`config.mk`:
```
export PLATFORM = sky130hd
export DESIGN_NAME = bfm_top
export DESIGN_NICKNAME = d
export VERILOG_FILES = /design/src/rtl/bfm_unused_placeholder_removed.sv /design/src/rtl/bfm_pkg.sv /design/src/rtl/bfm_top.sv
export SDC_FILE = /design/constraint.sdc
export NUM_CORES = 1
export LEC_CHECK = 0
export ABC_CLOCK_PERIOD_IN_PS = 3170
export BUFFER_PORTS_ARGS = -buffer_cell sky130_fd_sc_hd__buf_2
export CORE_MARGIN = 3
export CORE_UTILIZATION = 40
export CTS_BUF_LIST = sky130_fd_sc_hd__clkbuf_4 sky130_fd_sc_hd__clkbuf_8 sky130_fd_sc_hd__clkbuf_16
export CTS_CLUSTER_SIZE = 25
export DETAILED_ROUTE_END_ITERATION = 8
export PLACE_DENSITY = 0.61
export SLEW_MARGIN = 20
export SYNTH_ARGS = -nofsm -noshare
export SYNTH_HDL_FRONTEND = slang
export SYNTH_SLANG_ARGS = --single-unit
```
`constraint.sdc`:
```
create_clock -name i_clk -period 3.17 [get_ports i_clk]
set_input_delay 0.634 -clock i_clk [delete_from_list [all_inputs] [get_ports i_clk]]
set_output_delay 0.634 -clock i_clk [all_outputs]
set_load 0.02 [all_outputs]
```
`src/rtl/bfm_unused_placeholder_removed.sv`:
```
`timescale 1ns/1ns
`default_nettype none
`default_nettype wire

```
`src/rtl/bfm_pkg.sv`:
```
package bfm_pkg;
  localparam int DATA_W = 36;
  localparam int HALF_W = 18;
  localparam int FIFO_DEPTH = 8;
  localparam int SERIAL_BITS = 40;
  localparam int OFS_W = 20;
  localparam int SCNT_W = 6;
  localparam logic [SCNT_W-1:0] SERIAL_LAST = 6'h27;
  localparam logic [OFS_W-1:0] OFS_RST = 20'h00000;
  localparam logic [OFS_W-1:0] PRESET_8 = 20'h00008;
  localparam logic [OFS_W-1:0] PRESET_16 = 20'h00010;
  localparam logic [OFS_W-1:0] PRESET_64 = 20'h00040;
  localparam logic [1:0] SEL_PARALLEL = 2'h0;
  localparam logic [1:0] SEL_PRESET_8 = 2'h1;
  localparam logic [1:0] SEL_PRESET_16 = 2'h2;
  localparam logic [1:0] SEL_PRESET_64 = 2'h3;
  localparam logic [1:0] READY_WAIT_RST = 2'h0;
  localparam logic [1:0] READY_WAIT_MIN = 2'h2;
  typedef enum logic [1:0] {BFM_SERIAL, BFM_PARALLEL, BFM_PRESET} bfm_method_t;
endpackage

```
`src/rtl/bfm_top.sv`:
```
// How it works
// RULE1: Port B empty/ready shows A-to-B empty, or valid output word in FIRST_WORD_FALLTHROUGH_MODE.
// RULE2: Port A edges act only while port A gate is high; the code's serial shifts, ready wait and flag updates use ungated edges.
// RULE3: Port B edges act only while port B gate is high; the code's FIRST_WORD_FALLTHROUGH_MODE preload and flags use ungated edges.
// RULE4: Port A full/ready shows whether A-to-B FIFO can take a write.
// RULE5: Port B full/ready shows whether B-to-A FIFO can take a write.
// RULE6: Offset select pins and serial select decide offset programming at reset.
// RULE7: Offsets come from presets, a parallel port A write, or serial bits.
// RULE8: Serial mode shifts select-lo bit on port A edge while select-hi low.
// RULE9: A serial load is complete after exactly forty bits.
// RULE10: First serial bit is almost-full MSB, last is almost-empty LSB.
// RULE11: Port A read takes B-to-A mailbox when box select high, else FIFO.
// RULE12: Port A write goes to A-to-B mailbox when box select high, else FIFO.
// RULE13: Port B read takes A-to-B mailbox when box select high, else FIFO.
// RULE14: Port B write goes to B-to-A mailbox when box select high, else FIFO.
// RULE15: Writing A-to-B mailbox drops its flag; writes ignored while low.
// RULE16: Port B mailbox read or A-to-B reset raises A-to-B mail flag.
// RULE17: Writing B-to-A mailbox drops its flag; writes ignored while low.
// RULE18: Port A mailbox read or B-to-A reset raises B-to-A mail flag; the code has no B-to-A reset and raises it only on i_nrst low.
// RULE19: Master reset clears A-to-B pointers and zeroes port B output.
// RULE20: Master reset picks offset method, default offset and FIRST_WORD_FALLTHROUGH_MODE mode.
// RULE21: Host holds master reset low for four edges of each port clock.
// RULE22: Select levels are captured on the release edge of master reset.
// RULE23: Reset drops both flags; full/ready rises after two port clock edges.
// RULE24: Serial select low picks serial, high picks parallel or presets.
// RULE25: Partial reset clears pointers but keeps offsets and modes.
// RULE26: Flags are sampled only in their own port's update slot.
`timescale 1ns/1ns
`default_nettype none

module bfm_fifo #(
  parameter int WIDTH = 36,
  parameter int DEPTH = 8
) (
  input wire logic i_clk,
  input wire logic i_nrst,
  input wire logic i_clear,
  input wire logic i_in_valid,
  output logic o_in_ready,
  input wire logic [WIDTH-1:0] i_in_data,
  output logic o_out_valid,
  input wire logic i_out_ready,
  output logic [WIDTH-1:0] o_out_data
);
  localparam int AW = $clog2(DEPTH);
  logic [WIDTH-1:0] mem_reg [DEPTH];
  logic [AW-1:0] wr_ptr_reg;
  logic [AW-1:0] rd_ptr_reg;
  logic [AW:0] count_reg;
  logic push;
  logic pop;

  assign o_in_ready = count_reg != (AW+1)'(DEPTH);
  assign o_out_valid = count_reg != '0;
  assign o_out_data = mem_reg[rd_ptr_reg];
  assign push = i_in_valid && o_in_ready;
  assign pop = o_out_valid && i_out_ready;

  always_ff @(posedge i_clk) begin
    if (!i_nrst || i_clear) begin
      wr_ptr_reg <= '0;
      rd_ptr_reg <= '0;
      count_reg <= '0;
    end else begin
      if (push) begin
        wr_ptr_reg <= wr_ptr_reg + AW'(1);
      end
      if (pop) begin
        rd_ptr_reg <= rd_ptr_reg + AW'(1);
      end
      count_reg <= count_reg + (AW+1)'(push) - (AW+1)'(pop);
    end
  end

  for (genvar i = 0; i < DEPTH; i++) begin : g_mem
    always_ff @(posedge i_clk) begin
      if (push && wr_ptr_reg == AW'(i)) begin
        mem_reg[i] <= i_in_data;
      end
    end
  end
endmodule

module bfm_top (
  input wire logic i_clk,
  input wire logic i_nrst,
  input wire logic i_port_a_clock,
  input wire logic i_port_a_gate,
  input wire logic i_port_a_write,
  input wire logic i_port_a_box_select,
  input wire logic [bfm_pkg::DATA_W-1:0] i_a_data,
  output logic [bfm_pkg::DATA_W-1:0] o_a_data,
  output logic o_a_data_oe_n,
  input wire logic i_port_b_clock,
  input wire logic i_port_b_gate,
  input wire logic i_port_b_write,
  input wire logic i_port_b_box_select,
  input wire logic [bfm_pkg::DATA_W-1:0] i_b_data,
  output logic [bfm_pkg::DATA_W-1:0] o_b_data,
  output logic o_b_data_oe_n,
  input wire logic i_fifo_a_to_b_master_reset_n,
  input wire logic i_fifo_a_to_b_partial_reset_n,
  input wire logic i_offset_select_hi,
  input wire logic i_offset_select_lo,
  input wire logic i_serial_program_select,
  input wire logic i_first_word_fallthrough_mode,
  output logic o_port_a_full_or_ready,
  output logic o_port_b_empty_or_ready,
  output logic o_port_b_full_or_ready,
  output logic o_a_to_b_mail_flag,
  output logic o_b_to_a_mail_flag,
  output logic [bfm_pkg::OFS_W-1:0] o_almost_full_offset,
  output logic [bfm_pkg::OFS_W-1:0] o_almost_empty_offset,
  output logic o_offsets_loaded
);
  import bfm_pkg::*;

  logic a_clk_q, b_clk_q, mrs_q, a_upd, b_upd;
  logic first_word_fallthrough_mode_reg, b_valid_reg;
  bfm_method_t method_reg;
  logic [1:0] wait_a_reg;
  logic [SERIAL_BITS-1:0] sr_reg;
  logic [SERIAL_BITS-1:0] sr_next;
  logic [SCNT_W-1:0] scnt_reg;
  logic [DATA_W-1:0] a_to_b_mailbox_reg, b_to_a_mailbox_reg;
  logic f1_in_ready, f1_valid, f2_in_ready, f2_valid;
  logic [DATA_W-1:0] f1_data, f2_data;
  logic a_edge, b_edge, mrs_rise, f1_clr, shift_en;
  logic a_wr, a_rd, b_wr, b_rd;
  logic a_mail_wr, a_fifo_wr, a_mail_rd, a_par_wr, pop2;
  logic b_mail_wr, b_fifo_wr, b_mail_rd, b_fifo_rd, pop1;

  assign a_edge = i_port_a_clock && !a_clk_q;
  assign b_edge = i_port_b_clock && !b_clk_q;
  assign mrs_rise = i_fifo_a_to_b_master_reset_n && !mrs_q;
  assign f1_clr = !i_nrst || !i_fifo_a_to_b_master_reset_n ||
                  !i_fifo_a_to_b_partial_reset_n; // RULE19 RULE25
  assign a_wr = a_edge && i_port_a_gate && i_port_a_write; // RULE2
  assign a_rd = a_edge && i_port_a_gate && !i_port_a_write; // RULE2
  assign b_wr = b_edge && i_port_b_gate && i_port_b_write; // RULE3
  assign b_rd = b_edge && i_port_b_gate && !i_port_b_write; // RULE3
  assign a_mail_wr = a_wr && i_port_a_box_select && o_a_to_b_mail_flag; // RULE12 RULE15
  assign a_fifo_wr = a_wr && !i_port_a_box_select &&
                     o_port_a_full_or_ready; // RULE12
  assign a_par_wr = a_wr && !i_port_a_box_select &&
                    method_reg == BFM_PARALLEL && !o_offsets_loaded; // RULE7
  assign a_mail_rd = a_rd && i_port_a_box_select; // RULE11
  assign pop2 = a_rd && !i_port_a_box_select && f2_valid; // RULE11
  assign b_mail_wr = b_wr && i_port_b_box_select && o_b_to_a_mail_flag; // RULE14 RULE17
  assign b_fifo_wr = b_wr && !i_port_b_box_select &&
                     o_port_b_full_or_ready; // RULE14
  assign b_mail_rd = b_rd && i_port_b_box_select; // RULE13
  assign b_fifo_rd = b_rd && !i_port_b_box_select; // RULE13
  // FIRST_WORD_FALLTHROUGH_MODE pre-loads the output register on a port B edge when it holds no word
  assign pop1 = b_edge && f1_valid && !b_mail_rd &&
                (first_word_fallthrough_mode_reg ? (!b_valid_reg || b_fifo_rd) : b_fifo_rd); // RULE1
  assign sr_next = {sr_reg[SERIAL_BITS-2:0], i_offset_select_lo}; // RULE10
  assign shift_en = method_reg == BFM_SERIAL && !o_offsets_loaded &&
                    a_edge && !i_offset_select_hi; // RULE8

  bfm_fifo #(.WIDTH(DATA_W), .DEPTH(FIFO_DEPTH)) u_fifo_a_to_b (
    .i_clk(i_clk), .i_nrst(i_nrst), .i_clear(f1_clr),
    .i_in_valid(a_fifo_wr), .o_in_ready(f1_in_ready),
    .i_in_data(i_a_data), .o_out_valid(f1_valid),
    .i_out_ready(pop1), .o_out_data(f1_data)
  );

  bfm_fifo #(.WIDTH(DATA_W), .DEPTH(FIFO_DEPTH)) u_fifo_b_to_a (
    .i_clk(i_clk), .i_nrst(i_nrst), .i_clear(1'b0),
    .i_in_valid(b_fifo_wr), .o_in_ready(f2_in_ready),
    .i_in_data(i_b_data), .o_out_valid(f2_valid),
    .i_out_ready(pop2), .o_out_data(f2_data)
  );

  // Port clock edge detect; flags update one cycle after the edge
  always_ff @(posedge i_clk) begin
    if (!i_nrst) begin
      a_clk_q <= 1'b0;
      b_clk_q <= 1'b0;
      // Idle level of the reset pin, so no false release edge
      mrs_q <= 1'b1;
      a_upd <= 1'b0;
      b_upd <= 1'b0;
    end else begin
      a_clk_q <= i_port_a_clock;
      b_clk_q <= i_port_b_clock;
      mrs_q <= i_fifo_a_to_b_master_reset_n;
      a_upd <= a_edge;
      b_upd <= b_edge;
    end
  end

  always_ff @(posedge i_clk) begin
    if (!i_nrst) begin
      method_reg <= BFM_PRESET;
      first_word_fallthrough_mode_reg <= 1'b0;
    end else if (mrs_rise) begin
      first_word_fallthrough_mode_reg <= i_first_word_fallthrough_mode; // RULE20 RULE22
      if (!i_serial_program_select) begin
        method_reg <= BFM_SERIAL; // RULE24
      end else if ({i_offset_select_hi, i_offset_select_lo} ==
                   SEL_PARALLEL) begin
        method_reg <= BFM_PARALLEL; // RULE6
      end else begin
        method_reg <= BFM_PRESET; // RULE6
      end
    end
  end

  // Offsets survive partial reset
  always_ff @(posedge i_clk) begin
    if (!i_nrst) begin
      o_almost_full_offset <= OFS_RST;
      o_almost_empty_offset <= OFS_RST;
      o_offsets_loaded <= 1'b0;
      sr_reg <= '0;
      scnt_reg <= '0;
    end else if (!i_fifo_a_to_b_master_reset_n) begin
      o_offsets_loaded <= 1'b0; // RULE25
      scnt_reg <= '0;
    end else if (mrs_rise) begin
      o_offsets_loaded <= i_serial_program_select &&
          {i_offset_select_hi, i_offset_select_lo} != SEL_PARALLEL; // RULE6
      case ({i_offset_select_hi, i_offset_select_lo})
        SEL_PRESET_8: begin
          o_almost_full_offset <= PRESET_8; // RULE7 RULE20
          o_almost_empty_offset <= PRESET_8;
        end
        SEL_PRESET_16: begin
          o_almost_full_offset <= PRESET_16; // RULE7
          o_almost_empty_offset <= PRESET_16;
        end
        SEL_PRESET_64: begin
          o_almost_full_offset <= PRESET_64; // RULE7
          o_almost_empty_offset <= PRESET_64;
        end
        default: begin
          o_almost_full_offset <= o_almost_full_offset;
        end
      endcase
    end else if (shift_en) begin
      sr_reg <= sr_next; // RULE8
      scnt_reg <= scnt_reg + 6'h01;
      if (scnt_reg == SERIAL_LAST) begin
        o_offsets_loaded <= 1'b1; // RULE9
        o_almost_full_offset <= sr_next[SERIAL_BITS-1:OFS_W]; // RULE10
        o_almost_empty_offset <= sr_next[OFS_W-1:0];
      end
    end else if (a_par_wr) begin
      o_almost_full_offset <= OFS_W'(i_a_data[DATA_W-1:HALF_W]); // RULE7
      o_almost_empty_offset <= OFS_W'(i_a_data[HALF_W-1:0]);
      o_offsets_loaded <= 1'b1;
    end
  end

  always_ff @(posedge i_clk) begin
    if (f1_clr) begin
      wait_a_reg <= READY_WAIT_RST;
      o_port_a_full_or_ready <= 1'b0; // RULE23
      o_port_b_empty_or_ready <= 1'b0; // RULE23
    end else begin
      // Second port A edge after reset opens the ready flag
      if (a_edge && wait_a_reg != READY_WAIT_MIN) begin
        wait_a_reg <= wait_a_reg + 2'h1;
      end
      if (a_upd) begin
        o_port_a_full_or_ready <= f1_in_ready && // RULE4 RULE26
            o_offsets_loaded && wait_a_reg == READY_WAIT_MIN; // RULE23
      end
      if (b_upd) begin
        o_port_b_empty_or_ready <= first_word_fallthrough_mode_reg ? b_valid_reg : f1_valid; // RULE1 RULE26
      end
    end
  end

  always_ff @(posedge i_clk) begin
    if (!i_nrst) begin
      o_port_b_full_or_ready <= 1'b0;
    end else if (b_upd) begin
      o_port_b_full_or_ready <= f2_in_ready; // RULE5 RULE26
    end
  end

  always_ff @(posedge i_clk) begin
    if (f1_clr) begin
      o_b_data <= '0; // RULE19
      b_valid_reg <= 1'b0;
    end else if (b_edge) begin
      if (b_mail_rd) begin
        o_b_data <= a_to_b_mailbox_reg; // RULE13
      end else if (pop1) begin
        o_b_data <= f1_data; // RULE13
      end
      if (pop1) begin
        b_valid_reg <= 1'b1;
      end else if (b_fifo_rd) begin
        b_valid_reg <= 1'b0;
      end
    end
  end

  always_ff @(posedge i_clk) begin
    if (!i_nrst) begin
      o_a_data <= '0;
      o_a_data_oe_n <= 1'b1;
      o_b_data_oe_n <= 1'b1;
    end else begin
      o_a_data_oe_n <= !(i_port_a_gate && !i_port_a_write);
      o_b_data_oe_n <= !(i_port_b_gate && !i_port_b_write);
      if (a_mail_rd) begin
        o_a_data <= b_to_a_mailbox_reg; // RULE11
      end else if (pop2) begin
        o_a_data <= f2_data; // RULE11
      end
    end
  end

  // Mailboxes; a write in the same cycle as the freeing read is ignored, the read wins
  always_ff @(posedge i_clk) begin
    if (f1_clr) begin
      o_a_to_b_mail_flag <= 1'b1; // RULE16
    end else if (a_mail_wr) begin
      o_a_to_b_mail_flag <= 1'b0; // RULE15
    end else if (b_mail_rd) begin
      o_a_to_b_mail_flag <= 1'b1; // RULE16
    end
  end

  always_ff @(posedge i_clk) begin
    if (!i_nrst) begin
      o_b_to_a_mail_flag <= 1'b1; // RULE18
    end else if (b_mail_wr) begin
      o_b_to_a_mail_flag <= 1'b0; // RULE17
    end else if (a_mail_rd) begin
      o_b_to_a_mail_flag <= 1'b1; // RULE18
    end
  end

  always_ff @(posedge i_clk) begin
    if (!i_nrst) begin
      a_to_b_mailbox_reg <= '0;
      b_to_a_mailbox_reg <= '0;
    end else begin
      if (a_mail_wr) begin
        a_to_b_mailbox_reg <= i_a_data; // RULE12
      end
      if (b_mail_wr) begin
        b_to_a_mailbox_reg <= i_b_data; // RULE14
      end
    end
  end
endmodule

`default_nettype wire

```
* After elaboration in Yosys (flattened, before gate mapping)
Memory sizes are Yosys's and may differ from the RTL's. A register that Yosys moved wholly into a read port is not among the register bits.
Index checks and enable logic that the tools add are counted.
Widths: inputs -> output; s select.
** Storage, ports and cells
- Bits in writable memories :: 576
- Latch bits :: 0
- Logic and storage cells :: 284
- Memory bits (read-only) :: 0
- Memories :: 2
- Bits in registers :: 268
** Memories
- u_fifo_a_to_b.mem_reg :: depth 8, bits a word 36, read ports 1, clocked after Yosys merged registers in 1, wr ports 1, line bfm_top.sv:46 : logic [WIDTH-1:0] mem_reg [DEPTH];
- u_fifo_b_to_a.mem_reg :: depth 8, bits a word 36, read ports 1, clocked after Yosys merged registers in 1, wr ports 1, line bfm_top.sv:46
** Operators by class
- $add $sub $neg :: 10
- Equal/unequal tests :: 25
- Bitwise logic cells :: 1
- Shift-type cells :: 0
- Mux-type cells :: 105
- Reductions and logical operators :: 110
- $mul :: 0
- Div/mod/pow operators :: 0
- Order comparisons :: 0
** Operators with widths (count)
- $mux 36 :: 18
- $reduce_or 36->1 :: 14
- $mux 20 :: 8
- $pmux 20 s3 :: 1
- $mux 1 :: 58
- $logic_and 1x1->1 :: 56
- $mux 3 :: 18
- $eq 3x3->1 const B :: 8
- $logic_not 1->1 :: 16
- $add 3x1->3 const B :: 4
- $eq 3x2->1 const B :: 4
- $reduce_bool 2->1 :: 6
- $reduce_and 2->1 :: 5
- $add 4x1->4 :: 2
- $ne 4x4->1 const B :: 2
- $reduce_bool 4->1 :: 2
- $sub 4x1->4 :: 2
- $add 6x1->6 const B :: 1
- $eq 2x2->1 const B :: 3
- $eq 3x1->1 const B :: 2
- $eq 6x6->1 const B :: 1
- $logic_not 3->1 :: 2
- $eq 2x1->1 const B :: 2
- $logic_not 2->1 :: 2
- other kinds (10) :: 14

* Logic depth before layout (Yosys ltp)
- Word-level depth :: 18
- Depth in mapped cells :: 13
- Depth with buffers taken out :: 12

* Modules after synthesis
From an unflattened synthesis, not the netlist that was laid out.
** Second synthesis, totals
- Cell total of the unflattened synthesis :: 2206
- Area total of the unflattened synthesis :: 33938.8 µm²
** By module, submodules not included
- bfm_fifo :: area an instance 11778.8 µm², times used 2, cells an instance 498
- bfm_top :: area an instance 10381.2 µm², times used 1, cells an instance 1210

* Worst setup path after synthesis
OpenSTA, ideal clock, no wires.
- Kind :: in2reg
- Start point :: input port i_port_b_clock
- End point :: memory u_fifo_b_to_a.mem_reg[4][0] (enable)
- Cell stages on the path :: 4
- Setup time :: 0.397 ns
- Required time :: 2.773 ns
- Arrival :: 2.501 ns
- Path buffers :: 1
- Slack :: 0.272 ns
- Cell sequence :: nand2b_1 > nor4_1 > clkbuf_1 > and3_1
** On the way
- Cells in the longest elaborated chain, start to end :: 17
** Ends and longest elaborated chain
- start: declaration :: line bfm_top.sv:94 : input wire logic i_port_b_clock,
- $logic_and 1x1->1 (*) :: line bfm_top.sv:134 : assign b_edge = i_port_b_clock && !b_clk_q;
- $logic_and 1x1->1 (*) (2 in a row) :: line bfm_top.sv:140 : assign b_wr = b_edge && i_port_b_gate && i_port_b_write;
- $logic_and 1x1->1 (*) (2 in a row) :: line bfm_top.sv:150 : assign b_fifo_wr = b_wr && !i_port_b_box_select &&
- $logic_and 1x1->1 (*) :: line bfm_top.sv:56 : assign push = i_in_valid && o_in_ready;
- named net u_fifo_b_to_a.push :: line bfm_top.sv:50 : logic push;
- $logic_and 1x1->1 :: line bfm_top.sv:77 : if (push && wr_ptr_reg == AW'(i)) begin
- $mux 1 :: line bfm_top.sv:77
- $mux 1 (implied by the code) :: line bfm_top.sv:78 : mem_reg[i] <= i_in_data;
- $reduce_or 36->1 (no source line)
- $mux 3 (no source line) / $mux 1 (equally long branches) (7 in a row)
- end: declaration :: line bfm_top.sv:46
Mark *: on every way through the listed nets, which the timed path passes. The rest lies on a longest branch.

* Worst setup path in the final report
- Start point :: register u_fifo_a_to_b.count_reg[2]
- End point :: register u_fifo_a_to_b.count_reg[2]
** On the way
- Cells in the longest elaborated chain, start to end :: 6
** Ends and longest elaborated chain
- start: declaration :: line bfm_top.sv:49 : logic [AW:0] count_reg;
- start signal: assignment :: line bfm_top.sv:71 : count_reg <= count_reg + (AW+1)'(push) - (AW+1)'(pop);
- $reduce_bool 4->1 (*) :: line bfm_top.sv:54 : assign o_out_valid = count_reg != '0;
- $logic_and 1x1->1 (3 in a row) :: line bfm_top.sv:155 : assign pop1 = b_edge && f1_valid && !b_mail_rd &&
- $logic_and 1x1->1 (*) :: line bfm_top.sv:57 : assign pop = o_out_valid && i_out_ready;
- named net u_fifo_a_to_b.pop :: line bfm_top.sv:51 : logic pop;
- $sub 4x1->4 (*) :: line bfm_top.sv:71
Marks and branches as above.
A chain may end at the register's enable or synchronous reset.

==> results.md <==
* Result of the run: complete, no violations
* Relative max-transition margin at 29.2%
* Endpoint of the worst hold-timing path: b_clk_q$_SDFF_PN0_
* Switching Power at around 4.9 mW
* Time the worst path needs with I/O delays and setup at around 2.7 ns
* Estimated wirelength of the detail-placed design at ~50 mm
* Vias in the first global route at 20900
* Unrepaired setup endpoints after global routing: false
* Pin count of the biggest net entering global routing at 77
* Starting density of the core at 40.6%
* Category of the critical setup timing path: register to register
* Cell Rows at roughly 100
* CP Data Arrival Time at roughly 3.2 ns
* Number of buffers added by the clock tree synthesis step at 90
* Stage delay of the slowest cell on the critical path at 0.47 ns
* Post-synth net total at 2425
* Internal power contribution at approximately 18 mW
* Share of async-settable or async-resettable flops after synthesis at 0%
* Final worst path period share at a little over four fifths
* Count of endpoints failing setup in the final report at 0
* Leakage power summed over all cells at between 10 and 15 nW
* Dominant register cell in the synthesized netlist: sky130_fd_sc_hd__edfxtp_1
* DRC violations left at 0
* IR Drop Worst-Case VDD at between 400 and 500 uV
* Die Area at around 86000 sq um
* Clock tree root driver cell: sky130_fd_sc_hd__clkbuf_16
* H-tree depth at 3
* RD Place Congestion at approximately 0.78
* Die Width at between 200 and 300 microns
* Capture point of the worst reg-to-reg path: u_fifo_a_to_b.count_reg[2]$_SDFF_PP0_
* Die Y-Extent at between 200 and 300 microns
* Maximum fanout count along the critical path at 3
* Core region area at between 80000 and 90000 sq um
* Number of antenna violations at the first check in global routing at 16
* Register-to-register path setup slack at about 0.51 ns
* Synth top area share at 52.6%
* Clk_lat worst skew at roughly 0.66 ns
* Multi-input logic area at approximately 9400 sq um
* Total of hold buffers inserted after clock tree synthesis at 0
* Worst r2r path cells at 12
* Tightest Hold Check Type: input port to register
* Net switching share of the total power at a little over a fifth
* Sequential group share of total power at approximately half
* Summed negative setup slack over all endpoints at 0 ns
* Buf+Inv Stages, Crit Path at 3
* Relative contribution of combinational cells to total power at 3.0%
* Count of endpoints failing hold in the final timing report at 0
* Total of flip-flops plus latches after synthesis at 850
* Standard cell area after detailed placement at roughly 36000 sq um
* Top-count cell post-synth: sky130_fd_sc_hd__edfxtp_1
* Worst Path Required at ~3.7 ns
* Post-synthesis to final-layout area growth at 17.4%
* Remaining global-route overflow at 0
* Total of warnings raised by yosys at 0
* Area of the mapped netlist at between 30000 and 40000 sq um
* Post-CTS Setup Repair Bufs at 0
* Cell variety after synth at between 60 and 70
* Start point of the worst min-delay path: i_port_b_clock
* Wire length of the first global-routing pass at approximately 130 mm
* Sequential cell area at roughly 23000 sq um
* Slowest cell on crit path: sky130_fd_sc_hd__or3b_2
* Cell type contributing the most total cell area after synthesis: sky130_fd_sc_hd__edfxtp_1
* Reg-to-reg startpoint: u_fifo_a_to_b.count_reg[2]$_SDFF_PP0_
* Cells resized by post-CTS repair at 0
* Post-Synthesis Mean Instance Area at approximately 14 sq um
* Layout cells sized above 1 at a little over a fifth
* Layout Cell Area excl Fill at about 39000 sq um
* Filler Cell Count at roughly 7000
* Vias at ~20000
* Cell family with the largest share of critical-path delay: adder cells
* Most instantiated cells after synthesis: 576 x sky130_fd_sc_hd__edfxtp_1, 274 x sky130_fd_sc_hd__dfxtp_1, 272 x sky130_fd_sc_hd__nand2_1
* I/O pins at between 200 and 250
* Clk pin slew, worst setup/hold paths at approximately 0.050 ns
* Clock tree from TritonCTS: built
* Synthesized instance count at 2307
* Vias per cell at around 5.5
* Cells taking the most area after synthesis: sky130_fd_sc_hd__edfxtp_1 53%, sky130_fd_sc_hd__dfxtp_1 17%, sky130_fd_sc_hd__mux2i_1 6.7%
* Number of enable-type register cells in the synthesized netlist at 576
* Pwr dens at between 600 and 700 nW/um^2
* Proportion of synthesized chip area in sequential cells at about 69%
* Clock sink total at 850
* Slew Limit Fails at 0
* Hold depth at 2
* Total global-route track usage at about a fifth
* Average wire length per cell after detail routing at roughly 23 microns
* Worst-margin pin slew at 1.06 ns
* Setup clock skew after layout at ~0.063 ns
* Cell breakdown of the critical path: inv_1 > ha_1 > or3b_2 > o211ai_1 > nor2_1 > ha_1 > inv_1 > ha_1 > inv_1 > fa_1 > xor2_1 > nor2_1
* First DRT Iteration DRCs at ~1700
* Quantity of I/O buffers inserted on ports at between 200 and 250
* Highest Clock Rate at between 300 and 400 MHz
* Drt total wl at around 85 mm
* Clk buf depth at 3
* First-pass DRT Iterations at 5
* Remaining antenna violation count at 0
* Part of the total power dissipated in the clock network at 45.8%
* Kind of end point of the critical path: register
* Startpoint kind of the worst setup timing path: register
* Net count, final at ~2600
* Number of max-capacitance violations reported at 0
==> layout by cell type (no fill, tap or decap), types with 25 or more instances in the layout <==
master	count
sky130_fd_sc_hd__nand3_1	81
sky130_fd_sc_hd__mux4_2	72
sky130_fd_sc_hd__a22oi_1	108
sky130_fd_sc_hd__buf_2	207
sky130_fd_sc_hd__mux2i_1	219
sky130_fd_sc_hd__dfxtp_1	270
sky130_fd_sc_hd__o21ai_0	73
sky130_fd_sc_hd__buf_4	46
sky130_fd_sc_hd__a21oi_1	199
sky130_fd_sc_hd__clkbuf_16	91
sky130_fd_sc_hd__o22ai_1	36
sky130_fd_sc_hd__nor2_1	32
sky130_fd_sc_hd__a211o_1	31
sky130_fd_sc_hd__buf_12	25
sky130_fd_sc_hd__edfxtp_1	576
sky130_fd_sc_hd__nand2_1	272
sky130_fd_sc_hd__ha_1	28
==> power groups by stage <==
stage          Combinational, mW  Clock, mW  Sequential, mW
2_1_floorplan              0.307          0            12.2
3_5_place_dp               0.691          0            12.2
6_report                   0.695       10.7            11.9
3_3_place_gp               0.667          0            12.1
5_1_grt                    0.755       11.3            11.9
4_1_cts                    0.694       10.9            11.9
==> per-stage QoR <==
stage	cells	hold WS (ns)	util, %	setup WS [ns]	total power, mW
2_1_floorplan	2307	0.433	-	0.272	12.5
3_3_place_gp	3483	0.437	43.8	0.338	12.8
3_5_place_dp	3483	0.445	43.8	0.271	12.8
4_1_cts	3653	0.205	47.6	0.490	23.5
5_1_grt	3656	0.215	47.7	0.346	24.0
6_report	3660	0.245	47.7	0.510	23.3
==> routing by layer <==
| metal | up-vias | wire length [microns] | GRT usage, % |
|---|---|---|---|
| met5 | - | 65 | 0 |
| met4 | 10 | 2010 | 5.94 |
| met3 | 145 | 6580 | 4.31 |
| met2 | 685 | 41600 | 33.3 |
| met1 | 10200 | 34900 | 25.6 |
| li1 | 9192 | - | - |
==> worst max path at each step <==
stage,startpoint,endpoint,slack [ns],cells past startpoint
after global placement,i_port_b_gate,u_fifo_a_to_b.count_reg[2]$_SDFF_PP0_,0.34,11
after global routing,u_fifo_a_to_b.count_reg[2]$_SDFF_PP0_,u_fifo_a_to_b.count_reg[2]$_SDFF_PP0_,0.35,12
after floorplan,i_port_b_clock,u_fifo_b_to_a.mem_reg[4][0]$_DFFE_PP_,0.27,4
final,u_fifo_a_to_b.count_reg[2]$_SDFF_PP0_,u_fifo_a_to_b.count_reg[2]$_SDFF_PP0_,0.51,12
after detailed placement,i_port_b_gate,u_fifo_a_to_b.count_reg[2]$_SDFF_PP0_,0.27,11
after CTS,u_fifo_a_to_b.count_reg[2]$_SDFF_PP0_,u_fifo_a_to_b.count_reg[2]$_SDFF_PP0_,0.49,12
==> cell families (layout without fill, tap and decap cells) <==
group | Yosys count | count (layout) | synth area share (%)
xor+xnor | 13 | 13 | 0.346
mux | 292 | 292 | 11.6
simple gates | 454 | 454 | 6.22
buf+inv | 187 | 473 | 2.39
flops | 850 | 850 | 69.2
compound gates | 481 | 481 | 9.02
fa+ha+maj | 30 | 30 | 1.19
other cells | 0 | 7 | 0
==> cell type report <==
cell class	instances	share of cell area (%)
multi-input combinational	1270	24.4
timing repair buffer	278	4.87
sequential	850	59.0
clock inverter	42	1.15
clock buffer	128	6.87
tap	1060	3.43
inverter	25	0.256
antenna	7	0.0453
Power figures use the tool's default switching activity.
